**config.mk**
```make
export PLATFORM = sky130hd
export DESIGN_NAME = lane1_signal_conditioning_regs
export DESIGN_NICKNAME = d
export VERILOG_FILES = /design/src/hdl/lane1_cond_pkg.sv /design/src/hdl/lane1_conditioning_decode.sv /design/src/hdl/lane1_signal_conditioning_regs.sv
export SDC_FILE = /design/constraint.sdc
export NUM_CORES = 1
export LEC_CHECK = 0
export BUFFER_PORTS_ARGS = -buffer_cell sky130_fd_sc_hd__buf_4
export CAP_MARGIN = 0
export CORE_AREA = 2 2 100 82
export DETAILED_ROUTE_END_ITERATION = 10
export DIE_AREA = 0 0 102 84
export PLACE_DENSITY_LB_ADDON = 0.2
export REMOVE_ABC_BUFFERS = 1
export SLEW_MARGIN = 25
export SYNTH_ARGS = -nofsm -noshare
export SYNTH_HDL_FRONTEND = slang
export SYNTH_SLANG_ARGS = --single-unit
```
**constraint.sdc**
```tcl
create_clock -name clk -period 1.6 [get_ports clk]
set_clock_uncertainty 0.1 [all_clocks]
set_input_delay 0.08 -clock clk [delete_from_list [all_inputs] [get_ports clk]]
set_output_delay 0.08 -clock clk [all_outputs]
set_load 0.05 [all_outputs]
```
**src/hdl/lane1_cond_pkg.sv**
```systemverilog
package lane1_cond_pkg;

    localparam int ADDR_W = 8;
    localparam int DATA_W = 8;
    localparam int NUM_REGS = 5;

    // register offsets
    localparam logic [7:0] OFF_OUTPUT_IDLE_CTRL = 8'h23;
    localparam logic [7:0] OFF_INPUT_EQ_CTRL = 8'h24;
    localparam logic [7:0] OFF_OUTPUT_SWING_CTRL_A = 8'h25;
    localparam logic [7:0] OFF_OUTPUT_SWING_CTRL_B = 8'h26;
    localparam logic [7:0] OFF_INPUT_IDLE_THRESHOLD = 8'h27;

    // register indices into the bank
    localparam int IDX_IDLE = 0;
    localparam int IDX_EQ = 1;
    localparam int IDX_SWING_A = 2;
    localparam int IDX_SWING_B = 3;
    localparam int IDX_THRESH = 4;

    // reset values
    localparam logic [7:0] RST_OUTPUT_IDLE_CTRL = 8'h00;
    localparam logic [7:0] RST_INPUT_EQ_CTRL = 8'h20;
    localparam logic [7:0] RST_OUTPUT_SWING_CTRL_A = 8'h03;
    localparam logic [7:0] RST_OUTPUT_SWING_CTRL_B = 8'h03;
    localparam logic [7:0] RST_INPUT_IDLE_THRESHOLD = 8'h00;
    localparam logic [7:0] READ_UNMAPPED = 8'h00;

    // field positions
    localparam int IDLE_AUTO_BIT = 5;
    localparam int IDLE_FORCE_BIT = 4;
    localparam int EQ_EN_BIT = 5;
    localparam int EQ_GST_HI = 4;
    localparam int EQ_GST_LO = 3;
    localparam int EQ_BST_HI = 2;
    localparam int EQ_BST_LO = 0;
    localparam int EQ_FIELD_HI = 5;
    localparam int SWING_A_HI = 6;
    localparam int THR_DEASSERT_HI = 3;
    localparam int THR_DEASSERT_LO = 2;
    localparam int THR_ASSERT_HI = 1;
    localparam int THR_ASSERT_LO = 0;

    // equalizer code space
    localparam int EQ_STAGES = 3;
    localparam int EQ_BOOSTS = 8;
    localparam int EQ_LEVELS = 24;
    localparam logic [5:0] EQ_CODE_BYPASS = 6'h20;
    localparam logic [5:0] EQ_CODE_5DB = 6'h2a;
    localparam logic [5:0] EQ_CODE_9DB = 6'h30;
    localparam logic [5:0] EQ_CODE_11P7DB = 6'h32;
    localparam logic [5:0] EQ_CODE_14P6DB = 6'h39;
    localparam logic [5:0] EQ_CODE_18P4DB = 6'h35;
    localparam logic [5:0] EQ_CODE_20DB = 6'h37;
    localparam logic [5:0] EQ_CODE_21P2DB = 6'h3b;
    localparam logic [5:0] EQ_CODE_28P4DB = 6'h3d;

    // swing codes
    localparam logic [6:0] SWING_CODE_600MV = 7'h03;
    localparam logic [6:0] SWING_CODE_800MV = 7'h07;

    // idle thresholds in mV, indexed by 2-bit code
    localparam logic [7:0] THR_DEASSERT_MV [4] = '{8'h6e, 8'h96, 8'haa, 8'hbe};
    localparam logic [7:0] THR_ASSERT_MV [4] = '{8'h46, 8'h6e, 8'h82, 8'h96};

    typedef struct packed {
        logic wr;
        logic rd;
        logic [ADDR_W-1:0] addr;
        logic [DATA_W-1:0] wdata;
    } reg_req_type;

    typedef struct packed {
        logic idle_auto;
        logic idle_force;
        logic eq_enable;
        logic [1:0] eq_gain_stage;
        logic [2:0] eq_boost_level;
        logic [6:0] swing_control_a_field;
        logic [7:0] swing_control_b_field;
        logic [1:0] deassert_sel;
        logic [1:0] assert_sel;
    } conditioning_type;

    typedef struct packed {
        logic [4:0] eq_level_index;
        logic eq_level_valid;
        logic eq_bypass;
        logic eq_code_documented;
        logic eq_max_boost;
        logic [7:0] deassert_mv;
        logic [7:0] assert_mv;
    } decoded_type;

    typedef struct packed {
        logic [NUM_REGS-1:0][DATA_W-1:0] bank;
        logic [DATA_W-1:0] rdata;
        logic rvalid;
        logic rhit;
        decoded_type dec;
    } state_type;

endpackage

```
**src/hdl/lane1_conditioning_decode.sv**
```systemverilog
`timescale 1ns/1ns
`default_nettype none
module lane1_conditioning_decode (
    input wire lane1_cond_pkg::conditioning_type cfg, // live settings
    output var lane1_cond_pkg::decoded_type dec // decoded view
);
    logic [5:0] code;

    always_comb begin
        code = {cfg.eq_enable, cfg.eq_gain_stage, cfg.eq_boost_level};
        dec = '0;
        // code 20 enables the path with no stage or boost, so it counts as bypass too
        dec.eq_bypass = !cfg.eq_enable || (code == lane1_cond_pkg::EQ_CODE_BYPASS);
        // gain stage 3 lies outside the 24-level space
        dec.eq_level_valid = cfg.eq_enable && (32'(cfg.eq_gain_stage) < lane1_cond_pkg::EQ_STAGES);
        dec.eq_level_index = 5'(32'(cfg.eq_gain_stage) * lane1_cond_pkg::EQ_BOOSTS
            + 32'(cfg.eq_boost_level));
        dec.eq_max_boost = (code == lane1_cond_pkg::EQ_CODE_28P4DB);
        case (code)
            lane1_cond_pkg::EQ_CODE_BYPASS,
            lane1_cond_pkg::EQ_CODE_5DB,
            lane1_cond_pkg::EQ_CODE_9DB,
            lane1_cond_pkg::EQ_CODE_11P7DB,
            lane1_cond_pkg::EQ_CODE_14P6DB,
            lane1_cond_pkg::EQ_CODE_18P4DB,
            lane1_cond_pkg::EQ_CODE_20DB,
            lane1_cond_pkg::EQ_CODE_21P2DB,
            lane1_cond_pkg::EQ_CODE_28P4DB: begin
                dec.eq_code_documented = 1'b1;
            end
            default: begin
                dec.eq_code_documented = 1'b0;
            end
        endcase
        dec.deassert_mv = lane1_cond_pkg::THR_DEASSERT_MV[cfg.deassert_sel];
        dec.assert_mv = lane1_cond_pkg::THR_ASSERT_MV[cfg.assert_sel];
    end
endmodule
`default_nettype wire

```
**src/hdl/lane1_signal_conditioning_regs.sv**
```systemverilog
// Behaviour
// - auto idle bit 1 gives automatic electrical idle; 0 hands control to bit 4.
// - manual mode: force bit 0 keeps output on, no gating; 1 mutes output.
// - equalizer field is six bits: enable bit 5, gain stage 4:3, boost 2:0.
// - equalizer offers 24 levels, three gain stages of eight boosts each.
// - equalizer register resets to 0x20, meaning equalizer bypassed.
// - codes 2a,30,32,39,35,37,3b are accepted boost settings, 5 to 21.2 dB.
// - code 3d selects the strongest boost, 28.4 dB.
// - swing control a uses bits 6:0, resets to 03 (600 mV); 07 is 800 mV.
// - swing control b is a full eight-bit field resetting to 0x03.
// - threshold bits 3:2 pick de-assert level, bits 1:0 pick assert level.
`timescale 1ns/1ns
`default_nettype none
module lane1_signal_conditioning_regs #(
    parameter int ADDR_W = lane1_cond_pkg::ADDR_W,
    parameter int DATA_W = lane1_cond_pkg::DATA_W
) (
    input wire logic clk, // management clock
    input wire logic reset, // synchronous, active high
    input wire logic reg_wr, // write strobe, one cycle
    input wire logic reg_rd, // read strobe, one cycle
    input wire logic [ADDR_W-1:0] reg_addr, // register offset
    input wire logic [DATA_W-1:0] reg_wdata, // write data
    output logic [DATA_W-1:0] reg_rdata, // read data, registered
    output logic reg_rvalid, // read data valid pulse
    output logic reg_rhit, // read hit a mapped offset
    input wire logic idle_detected, // analog idle detector says idle
    output logic output_mute, // lane output in electrical idle
    output logic signal_detect_gate_en, // idle detection gates output
    output logic output_auto_idle, // automatic idle selected
    output logic eq_enable, // equalizer enabled
    output logic [1:0] eq_gain_stage, // equalizer gain stage
    output logic [2:0] eq_boost_level, // boost within stage
    output logic [4:0] eq_level_index, // flat level, stage times eight plus boost, 0..31
    output logic eq_level_valid, // index inside the level space
    output logic eq_bypass, // equalizer bypassed
    output logic eq_code_documented, // code among the known settings
    output logic eq_max_boost, // strongest boost selected
    output logic [6:0] swing_control_a_field, // output swing control a
    output logic [7:0] swing_control_b_field, // output swing control b
    output logic [1:0] idle_deassert_sel, // de-assert threshold code
    output logic [1:0] idle_assert_sel, // assert threshold code
    output logic [7:0] idle_deassert_mv, // de-assert threshold in mV
    output logic [7:0] idle_assert_mv // assert threshold in mV
);
    lane1_cond_pkg::state_type state_r;
    lane1_cond_pkg::state_type state_nxt;
    lane1_cond_pkg::reg_req_type req;
    lane1_cond_pkg::conditioning_type cfg;
    lane1_cond_pkg::decoded_type dec;
    logic [lane1_cond_pkg::NUM_REGS-1:0] sel;
    logic [DATA_W-1:0] rd_mux;

    localparam logic [7:0] OFFSETS [lane1_cond_pkg::NUM_REGS] = '{
        lane1_cond_pkg::OFF_OUTPUT_IDLE_CTRL,
        lane1_cond_pkg::OFF_INPUT_EQ_CTRL,
        lane1_cond_pkg::OFF_OUTPUT_SWING_CTRL_A,
        lane1_cond_pkg::OFF_OUTPUT_SWING_CTRL_B,
        lane1_cond_pkg::OFF_INPUT_IDLE_THRESHOLD
    };
    localparam logic [7:0] RESETS [lane1_cond_pkg::NUM_REGS] = '{
        lane1_cond_pkg::RST_OUTPUT_IDLE_CTRL,
        lane1_cond_pkg::RST_INPUT_EQ_CTRL,
        lane1_cond_pkg::RST_OUTPUT_SWING_CTRL_A,
        lane1_cond_pkg::RST_OUTPUT_SWING_CTRL_B,
        lane1_cond_pkg::RST_INPUT_IDLE_THRESHOLD
    };

    always_comb begin
        req.wr = reg_wr;
        req.rd = reg_rd;
        req.addr = reg_addr;
        req.wdata = reg_wdata;
    end

    // one comparator per register
    genvar gi;
    generate
        for (gi = 0; gi < lane1_cond_pkg::NUM_REGS; gi++) begin : g_sel
            assign sel[gi] = (req.addr == ADDR_W'(OFFSETS[gi]));
        end
    endgenerate

    always_comb begin
        rd_mux = lane1_cond_pkg::READ_UNMAPPED;
        for (int i = 0; i < lane1_cond_pkg::NUM_REGS; i++) begin
            if (sel[i]) begin
                rd_mux = state_r.bank[i];
            end
        end
    end

    // live settings straight from the bank, no commit step
    always_comb begin
        cfg.idle_auto = state_r.bank[lane1_cond_pkg::IDX_IDLE][lane1_cond_pkg::IDLE_AUTO_BIT];
        cfg.idle_force = state_r.bank[lane1_cond_pkg::IDX_IDLE][lane1_cond_pkg::IDLE_FORCE_BIT];
        cfg.eq_enable = state_r.bank[lane1_cond_pkg::IDX_EQ][lane1_cond_pkg::EQ_EN_BIT];
        cfg.eq_gain_stage = state_r.bank[lane1_cond_pkg::IDX_EQ]
            [lane1_cond_pkg::EQ_GST_HI:lane1_cond_pkg::EQ_GST_LO];
        cfg.eq_boost_level = state_r.bank[lane1_cond_pkg::IDX_EQ]
            [lane1_cond_pkg::EQ_BST_HI:lane1_cond_pkg::EQ_BST_LO];
        cfg.swing_control_a_field = state_r.bank[lane1_cond_pkg::IDX_SWING_A]
            [lane1_cond_pkg::SWING_A_HI:0];
        cfg.swing_control_b_field = state_r.bank[lane1_cond_pkg::IDX_SWING_B];
        cfg.deassert_sel = state_r.bank[lane1_cond_pkg::IDX_THRESH]
            [lane1_cond_pkg::THR_DEASSERT_HI:lane1_cond_pkg::THR_DEASSERT_LO];
        cfg.assert_sel = state_r.bank[lane1_cond_pkg::IDX_THRESH]
            [lane1_cond_pkg::THR_ASSERT_HI:lane1_cond_pkg::THR_ASSERT_LO];
    end

    lane1_conditioning_decode u_decode (
        .cfg(cfg),
        .dec(dec)
    );

    always_comb begin
        state_nxt = state_r;
        state_nxt.rvalid = 1'b0;
        state_nxt.dec = dec;
        // reserved bits are stored as written so reads return what the host sent
        if (req.wr) begin
            for (int i = 0; i < lane1_cond_pkg::NUM_REGS; i++) begin
                if (sel[i]) begin
                    state_nxt.bank[i] = req.wdata;
                end
            end
        end
        if (req.rd) begin
            state_nxt.rvalid = 1'b1;
            state_nxt.rhit = |sel;
            state_nxt.rdata = rd_mux;
        end
        if (reset) begin
            for (int i = 0; i < lane1_cond_pkg::NUM_REGS; i++) begin
                state_nxt.bank[i] = RESETS[i];
            end
            state_nxt.rdata = '0;
            state_nxt.rvalid = 1'b0;
            state_nxt.rhit = 1'b0;
            state_nxt.dec = '0;
        end
    end

    always_ff @(posedge clk) begin
        state_r <= state_nxt;
    end

    assign reg_rdata = state_r.rdata;
    assign reg_rvalid = state_r.rvalid;
    assign reg_rhit = state_r.rhit;

    // idle selection: detector in auto mode, force bit otherwise
    always_comb begin
        output_auto_idle = cfg.idle_auto;
        signal_detect_gate_en = cfg.idle_auto;
        if (cfg.idle_auto) begin
            output_mute = idle_detected;
        end else begin
            output_mute = cfg.idle_force;
        end
    end

    assign eq_enable = cfg.eq_enable;
    assign eq_gain_stage = cfg.eq_gain_stage;
    assign eq_boost_level = cfg.eq_boost_level;
    assign swing_control_a_field = cfg.swing_control_a_field;
    assign swing_control_b_field = cfg.swing_control_b_field;
    assign idle_deassert_sel = cfg.deassert_sel;
    assign idle_assert_sel = cfg.assert_sel;

    // decoded view trails the bank by one cycle to keep it off long paths
    assign eq_level_index = state_r.dec.eq_level_index;
    assign eq_level_valid = state_r.dec.eq_level_valid;
    assign eq_bypass = state_r.dec.eq_bypass;
    assign eq_code_documented = state_r.dec.eq_code_documented;
    assign eq_max_boost = state_r.dec.eq_max_boost;
    assign idle_deassert_mv = state_r.dec.deassert_mv;
    assign idle_assert_mv = state_r.dec.assert_mv;

endmodule
`default_nettype wire

```
==> metrics.md, run 1 <==
| Metric | Value |
|---|---|
| Outcome | completed |
| DR iter-0 viols | 133 |
| Synthesized cell area | 0.00339 mm^2 |
| Worst setup path class | register to primary output |
| Clock latency on the worst-skew pair | between 0.3 and 0.4 ns |
| CTS buffer count | 9 |
| FF-to-FF setup slack | approximately 0.23 ns |
| Final Max Tran Viols | 0 |
| DRC violations left | 0 |
| Ys async rst share | 0% |
| Post-layout minimum cycle time | 1.48 ns |
| Vias in the first global route | about 2400 |
| Count leader, synth | dfxtp_1 |
| Antenna Nets Post-Route | 0 |
| Gr usage total | between 10% and 20% |
| Total die area | roughly 0.0086 mm^2 |
| # rows | 29 |
| CTS Buffer Depth | 2 |
| Tcrit/Tclk final | 92.7% |
| Worst Path Max Fanout | 5 |
| Comb pwr share | approximately a tenth |
| Worst VDD drop | between 0.5 and 0.6 mV |
| RSZ-0062 raised after global routing | false |
| Syn_area_per_cell | 9.07 um^2 |
| Initial Util | 44.1% |
| First-pass GRT wire length | 12000 um |
| Share of the synthesized area in the top cell type | 41.3% |
| Post-synth top area cell | dfxtp_1 |
| GRT overflow | 0 |
| Worst r2r path cells | 4 |
| Pwr dens | around 940 mW/mm^2 |
| DP Worst Slack | -0.0506 ns |
| Worst Hold Class | input port to register |
| YS warnings | 0 |
| Reg2reg end | reg_rdata[5] |
| Drt total wl | 7490 um |
| Clk slew on worst S/H paths | 0.07 ns |
| CTS Sinks | 70 |
| #FFs+latches synth | 70 |
| Worst path required time | about 1.4 ns |
| Final Hold Fails | 0 |
| Worst setup margin | 0.118 ns |
| Final net count | roughly 440 |
| Largest net degree at the start of global routing | 45 |
| Top_reg_cell synth | dfxtp_1 |
| Vias per cell | slightly above 5 |
| Post-Syn Instances | about 370 |
| Arrival @ worst endpoint | around 1.3 ns |
| Fraction of layout cells with a size suffix above 1 | 30.5% |
| Gpl congestion | slightly below 0.8 |
| Internal Dissipation | 2940 uW |
| Clock root buffer | clkbuf_8 |
| Synth top area cells | dfxtp_1 (41%), buf_4 (13%), mux2i_1 (10%) |
| Buffers on Ports | 81 |
| Final non-filler cell total | about 530 |
| Clk pwr share | 43.4% |
| Final setup fails | 0 |
| CTS tree | done |
| Core area | slightly below 0.008 mm^2 |
| Critical Path End | output_mute |
| Die height | between 80 and 90 um |
| Vias | 2669 |
| Fill cell count | 758 |
| Drt first pass iters | 4 |
| Switching power | about 900 uW |
| Number of synthesized flops with an enable pin | 0 |
| Area delta synth->final | 21.0% |
| HPWL after DPL | 5340 um |
| Fmax | 675 MHz |
| Yosys cell types | 39 |
| H-tree depth | 3 |
| Sequential area share after synthesis | 41.3% |
| I/O pin total | 84 |
| ANT cells | 0 |
| Seq pwr share | 46.2% |
| Synth cell count leaders | dfxtp_1 (70), nor2_1 (63), buf_4 (58) |
| Wirelength per Cell | 14.1 um |
| Setup crit end kind | primary output |
| Crit start category | register |
| Die width | a little over 100 um |
| Sw Ratio | roughly a quarter |
| Cell Count Post-Placement | a little over 500 |
| Initial antenna violation count | 0 |
| Critical R2R Launch | eq_enable |
| P_leak | ~0.0018 uW |
| Worst Setup SP | output_auto_idle |
| Number of max-cap violations | 0 |
==> state kept, by name, indices dropped and copies added (netlist names), 3 cells and up <==
name / cells
eq_level_index: 5
reg_rdata: 8
idle_deassert_mv: 6
idle_assert_mv: 5
state_r: 13
swing_control_a_field: 7
swing_control_b_field: 8
eq_boost_level: 3
==> cells by family (layout without fill, tap and decap cells) <==
kind of cell,Yosys count,in the layout,synth area share [%]
and+or+nand+nor,121,121,18.3
buffers and inverters,89,137,16.6
DFF,70,70,41.3
AOI/OAI and AO/OA,56,56,12.8
muxes,36,36,10.7
other,1,2,0.111
xor gates and xnor gates,1,1,0.258
==> worst max-delay path: stages, from the launching register on <==
cell     delay, ns
dfxtp_1       0.42
mux2_2        0.36
buf_4         0.19
==> layer usage <==
| metal | global-route usage [%] | wire length (um) | up-vias |
|---|---|---|---|
| li1 | - | - | 1329 |
| met5 | 0 | 0 | - |
| met2 | 26.4 | 3310 | 83 |
| met3 | 5.44 | 471 | 4 |
| met4 | 4.97 | 35 | 0 |
| met1 | 25.1 | 3680 | 1253 |
==> how the worst min path moves through the flow <==
stage	start	endpoint	cells after the start
2_1_floorplan	reset	eq_level_index[4]	1
3_3_place_gp	reg_wdata[2]	idle_deassert_sel[0]	3
3_5_place_dp	reg_wdata[2]	idle_deassert_sel[0]	3
4_1_cts	reg_rd	reg_rhit	3
5_1_grt	reg_rd	reg_rhit	3
6_report	reg_rd	reg_rhit	3
==> timing repair <==
action                                  in CTS  in global routing
buffers inserted                             0                  0
hold buffers                                 8                  0
endpoints found under the setup margin       0                  0
gates resized for setup                      0                  0
endpoints found under the hold margin       40                  0
==> placed cells by master (no fill, tap or decap), types with 3 or more instances in the layout <==
master | netlist | routed
nand2b_1 | 3 | 3
mux2i_1 | 35 | 35
nor2b_1 | 11 | 11
a21oi_1 | 15 | 15
dlygate4sd3_1 | 0 | 8
inv_1 | 11 | 11
clkbuf_1 | 12 | 3
a31oi_1 | 13 | 13
and3b_1 | 8 | 8
bufinv_16 | 0 | 3
nand2_1 | 7 | 7
nand3_1 | 4 | 4
o31ai_1 | 8 | 8
buf_4 | 58 | 101
clkbuf_8 | 0 | 9
a311o_1 | 6 | 6
a2111oi_2 | 6 | 6
nor3_1 | 11 | 11
nor2_1 | 63 | 63
dfxtp_1 | 70 | 70
==> power groups by stage <==
| stage | logic [uW] | clock network (uW) | registers, uW |
|---|---|---|---|
| 6_report | 401 | 1670 | 1770 |
| 5_1_grt | 431 | 1780 | 1770 |
| 4_1_cts | 403 | 1710 | 1770 |
| 3_5_place_dp | 386 | 0 | 1810 |
| 3_3_place_gp | 384 | 0 | 1810 |
| 2_1_floorplan | 104 | 0 | 1900 |
==> stage by stage <==
step | util [%] | instance area (um^2) | total power, uW | hold slack [ns] | TNS (ns)
2_1_floorplan | - | 2870 | 2010 | 0.0467 | -10.09
3_3_place_gp | 49.3 | 3790 | 2200 | 0.265 | -0.0730
3_5_place_dp | 49.3 | 3790 | 2200 | 0.272 | -0.219
4_1_cts | 53.4 | 4100 | 3880 | 0.0303 | 0
5_1_grt | 53.4 | 4100 | 3980 | 0.0543 | 0
6_report | 53.4 | 4100 | 3840 | 0.0392 | 0
==> area by class of cell <==
class	count	area [um^2]	area share, %
Clock buffer	12	135	3.29
Clock inverter	4	95.1	2.32
Inverter	11	41.3	1.01
Multi-Input combinational cell	216	1440	35.0
Sequential cell	70	1400	34.1
Tap cell	108	135	3.29
Timing Repair Buffer	110	858	20.9
Note: power is estimated with default switching activity, not from simulation.
==> run 2, diff against run 1 <==
--- a/config.mk
+++ b/config.mk
@@ -7,9 +7,9 @@
 export LEC_CHECK = 0
 export BUFFER_PORTS_ARGS = -buffer_cell sky130_fd_sc_hd__buf_4
 export CAP_MARGIN = 0
-export CORE_AREA = 2 2 100 82
+export CORE_AREA = 2 2 93 77
 export DETAILED_ROUTE_END_ITERATION = 10
-export DIE_AREA = 0 0 102 84
+export DIE_AREA = 0 0 95 79
 export PLACE_DENSITY_LB_ADDON = 0.2
 export REMOVE_ABC_BUFFERS = 1
 export SLEW_MARGIN = 25
==> run 2 against run 1 <==
Wire length decreased by 0.92%. Combinational power up 1%. Via count is 1.3% lower. Clock power shrank 20%. Cell area is 1.2% lower. Critical endpoint unchanged. Largest cell class unchanged. Global-route usage rose by 3.1 points.
==> metrics.md, run 2 (synthesis results as in run 1) <==
| Metric | Value |
|---|---|
| Outcome | completed |
| Commonest non-fill, non-tap cell in the layout | buf_4 |
| Drt total wl | 7430 um (-0.92%) |
| Largest net degree at the start of global routing | 42 (-6.7%) |
| Pwr dens | 866 mW/mm^2 (-7.5%) |
| RSZ-0062 raised after global routing | false |
| Final setup fails | 0 (unchanged) |
| Largest reg by FF count | state_r |
| DR iter-0 viols | 145 (+9.0%) |
| Worst path required time | 1.42 ns (about the same) |
| Design area | 0.00405 mm^2 (-1.2%) |
| ANT cells | 0 (unchanged) |
| Fmax | 672 MHz (-0.36%) |
| Antenna Nets Post-Route | 0 (unchanged) |
| Gr usage total | 21.0% (+3.1 points) |
| Tcrit/Tclk final | 93.0% (+0.34 points) |
| Worst Hold Class | input port to register |
| H-tree depth | 3 (unchanged) |
| Gpl congestion | 0.821 (+3.7%) |
| Number of max-cap violations | 0 (unchanged) |
| Worst setup path class | register to primary output |
| Initial Util | 51.0% (+6.9 points) |
| Post-route setup TNS | 0 ns (unchanged) |
| Worst VDD drop | 0.486 mV (-12%) |
| HPWL after DPL | 5370 um (+0.53%) |
| Die height | 79 um (-6.0%) |
| Vias per cell | 5.16 (+2.7%) |
| Area delta synth->final | 19.5% |
| Die width | 95 um (-6.9%) |
| Final Hold Fails | 0 (unchanged) |
| Register Area | 0.00140 mm^2 (unchanged) |
| Max reg flops | 13 (unchanged) |
| Clock latency on the worst-skew pair | 0.34 ns (about the same) |
| Crit start category | register |
| Fraction of layout cells with a size suffix above 1 | 30.7% (+0.24 points) |
| Arrival @ worst endpoint | 1.31 ns (about the same) |
| CTS tree | done |
| Placed Area | 0.00379 mm^2 (-0.17%) |
| Final net count | 440 (+0.23%) |
| Setup crit end kind | primary output |
| Post-layout minimum cycle time | 1.49 ns (+0.00536 ns) |
| # rows | 27 (-6.9%) |
| P_leak | 0.00175 uW (-0.48%) |
| DRC violations left | 0 (unchanged) |
| GRT overflow | 0 (unchanged) |
| First-pass GRT wire length | 12100 um (+0.81%) |
| Final Max Tran Viols | 0 (unchanged) |
| Multi-input logic area | 0.00144 mm^2 (unchanged) |
| CTS Sinks | 70 (unchanged) |
| Initial antenna violation count | 0 (unchanged) |
| Clk slew on worst S/H paths | 0.07 ns (about the same) |
| CTS Buffer Depth | 2 (unchanged) |
| Vias | 2633 (-1.3%) |
| Total die area | 0.00751 mm^2 (-12%) |
| Vias in the first global route | 2432 (+3.3%) |
| Core area | 0.00666 mm^2 (-13%) |
| Drt first pass iters | 4 (unchanged) |
| Wirelength per Cell | 14.6 um (+3.2%) |
| CTS buffer count | 9 (unchanged) |
| Buffers on Ports | 81 (unchanged) |
| Clock root buffer | clkbuf_8 |
| Finished Core Util | 60.9% (+7.6 points) |
| I/O pin total | 84 (unchanged) |
| Worst Path Max Fanout | 5 (unchanged) |
| Fill cell count | 604 (-20%) |
| Most frequent cells in the layout | buf_4 (101), dfxtp_1 (70), nor2_1 (63) |
## run 2: final timing paths
| kind | from | end | slack [ns] | cells after the start |
|---|---|---|---|---|
| worst max-delay path | output_auto_idle | output_mute | 0.11 | 2 |
| worst min-delay path | reset | idle_deassert_mv[1] | 0.04 | 2 |
| worst max register to register | eq_enable | reg_rdata[5] | 0.25 | 4 |
| worst min register to register | reg_rdata[1] | reg_rdata[1] | 0.36 | 2 |
## run 2: area by class of cell
cell class	instances	area share (%)
multi-input cells	216	35.5
flip-flops and latches	70	34.6
repair buffers	111	21.7
clock buffers	15	4.60
well taps	87	2.69
inverters	11	1.02
## run 2: timing repair
| action | 4_1_cts | 5_1_grt |
|---|---|---|
| endpoints found under the hold margin | 40 | 0 |
| setup buffers | 0 | 0 |
| resized for setup | 0 | 0 |
| hold buffers | 8 | 0 |
## run 2: per-layer routing
layer / GRT usage [%] / up-vias / share of wire (%)
li1: - / 1327 / -
met1: 28.7 / 1228 / 48
met2: 32.3 / 69 / 46
met3: 5.31 / 9 / 5.0
met4: 6.96 / 0 / 1.3
met5: 0 / - / 0
## run 2: through the flow
stage          hold slack [ns]  setup WS (ns)  total power [uW]  instances
6_report                0.0404          0.112              3510        510
5_1_grt                 0.0466         0.0271              3650        510
4_1_cts                 0.0260         0.0865              3550        510
3_5_place_dp             0.271        -0.0569              2200        487
3_3_place_gp             0.265        -0.0151              2200        487
2_1_floorplan           0.0467         -0.821              2010        297
## run 2: worst max-delay path: stages, from the launching register on
cell,delay [ns]
dfxtp_1,0.42
mux2_2,0.36
buf_4,0.19
## run 2: where the power goes
part	switching (uW)	internal [uW]	leakage (uW)
clock network	604	726	0.0000958
logic	260	145	0.00109
registers	9.28	1770	0.000569
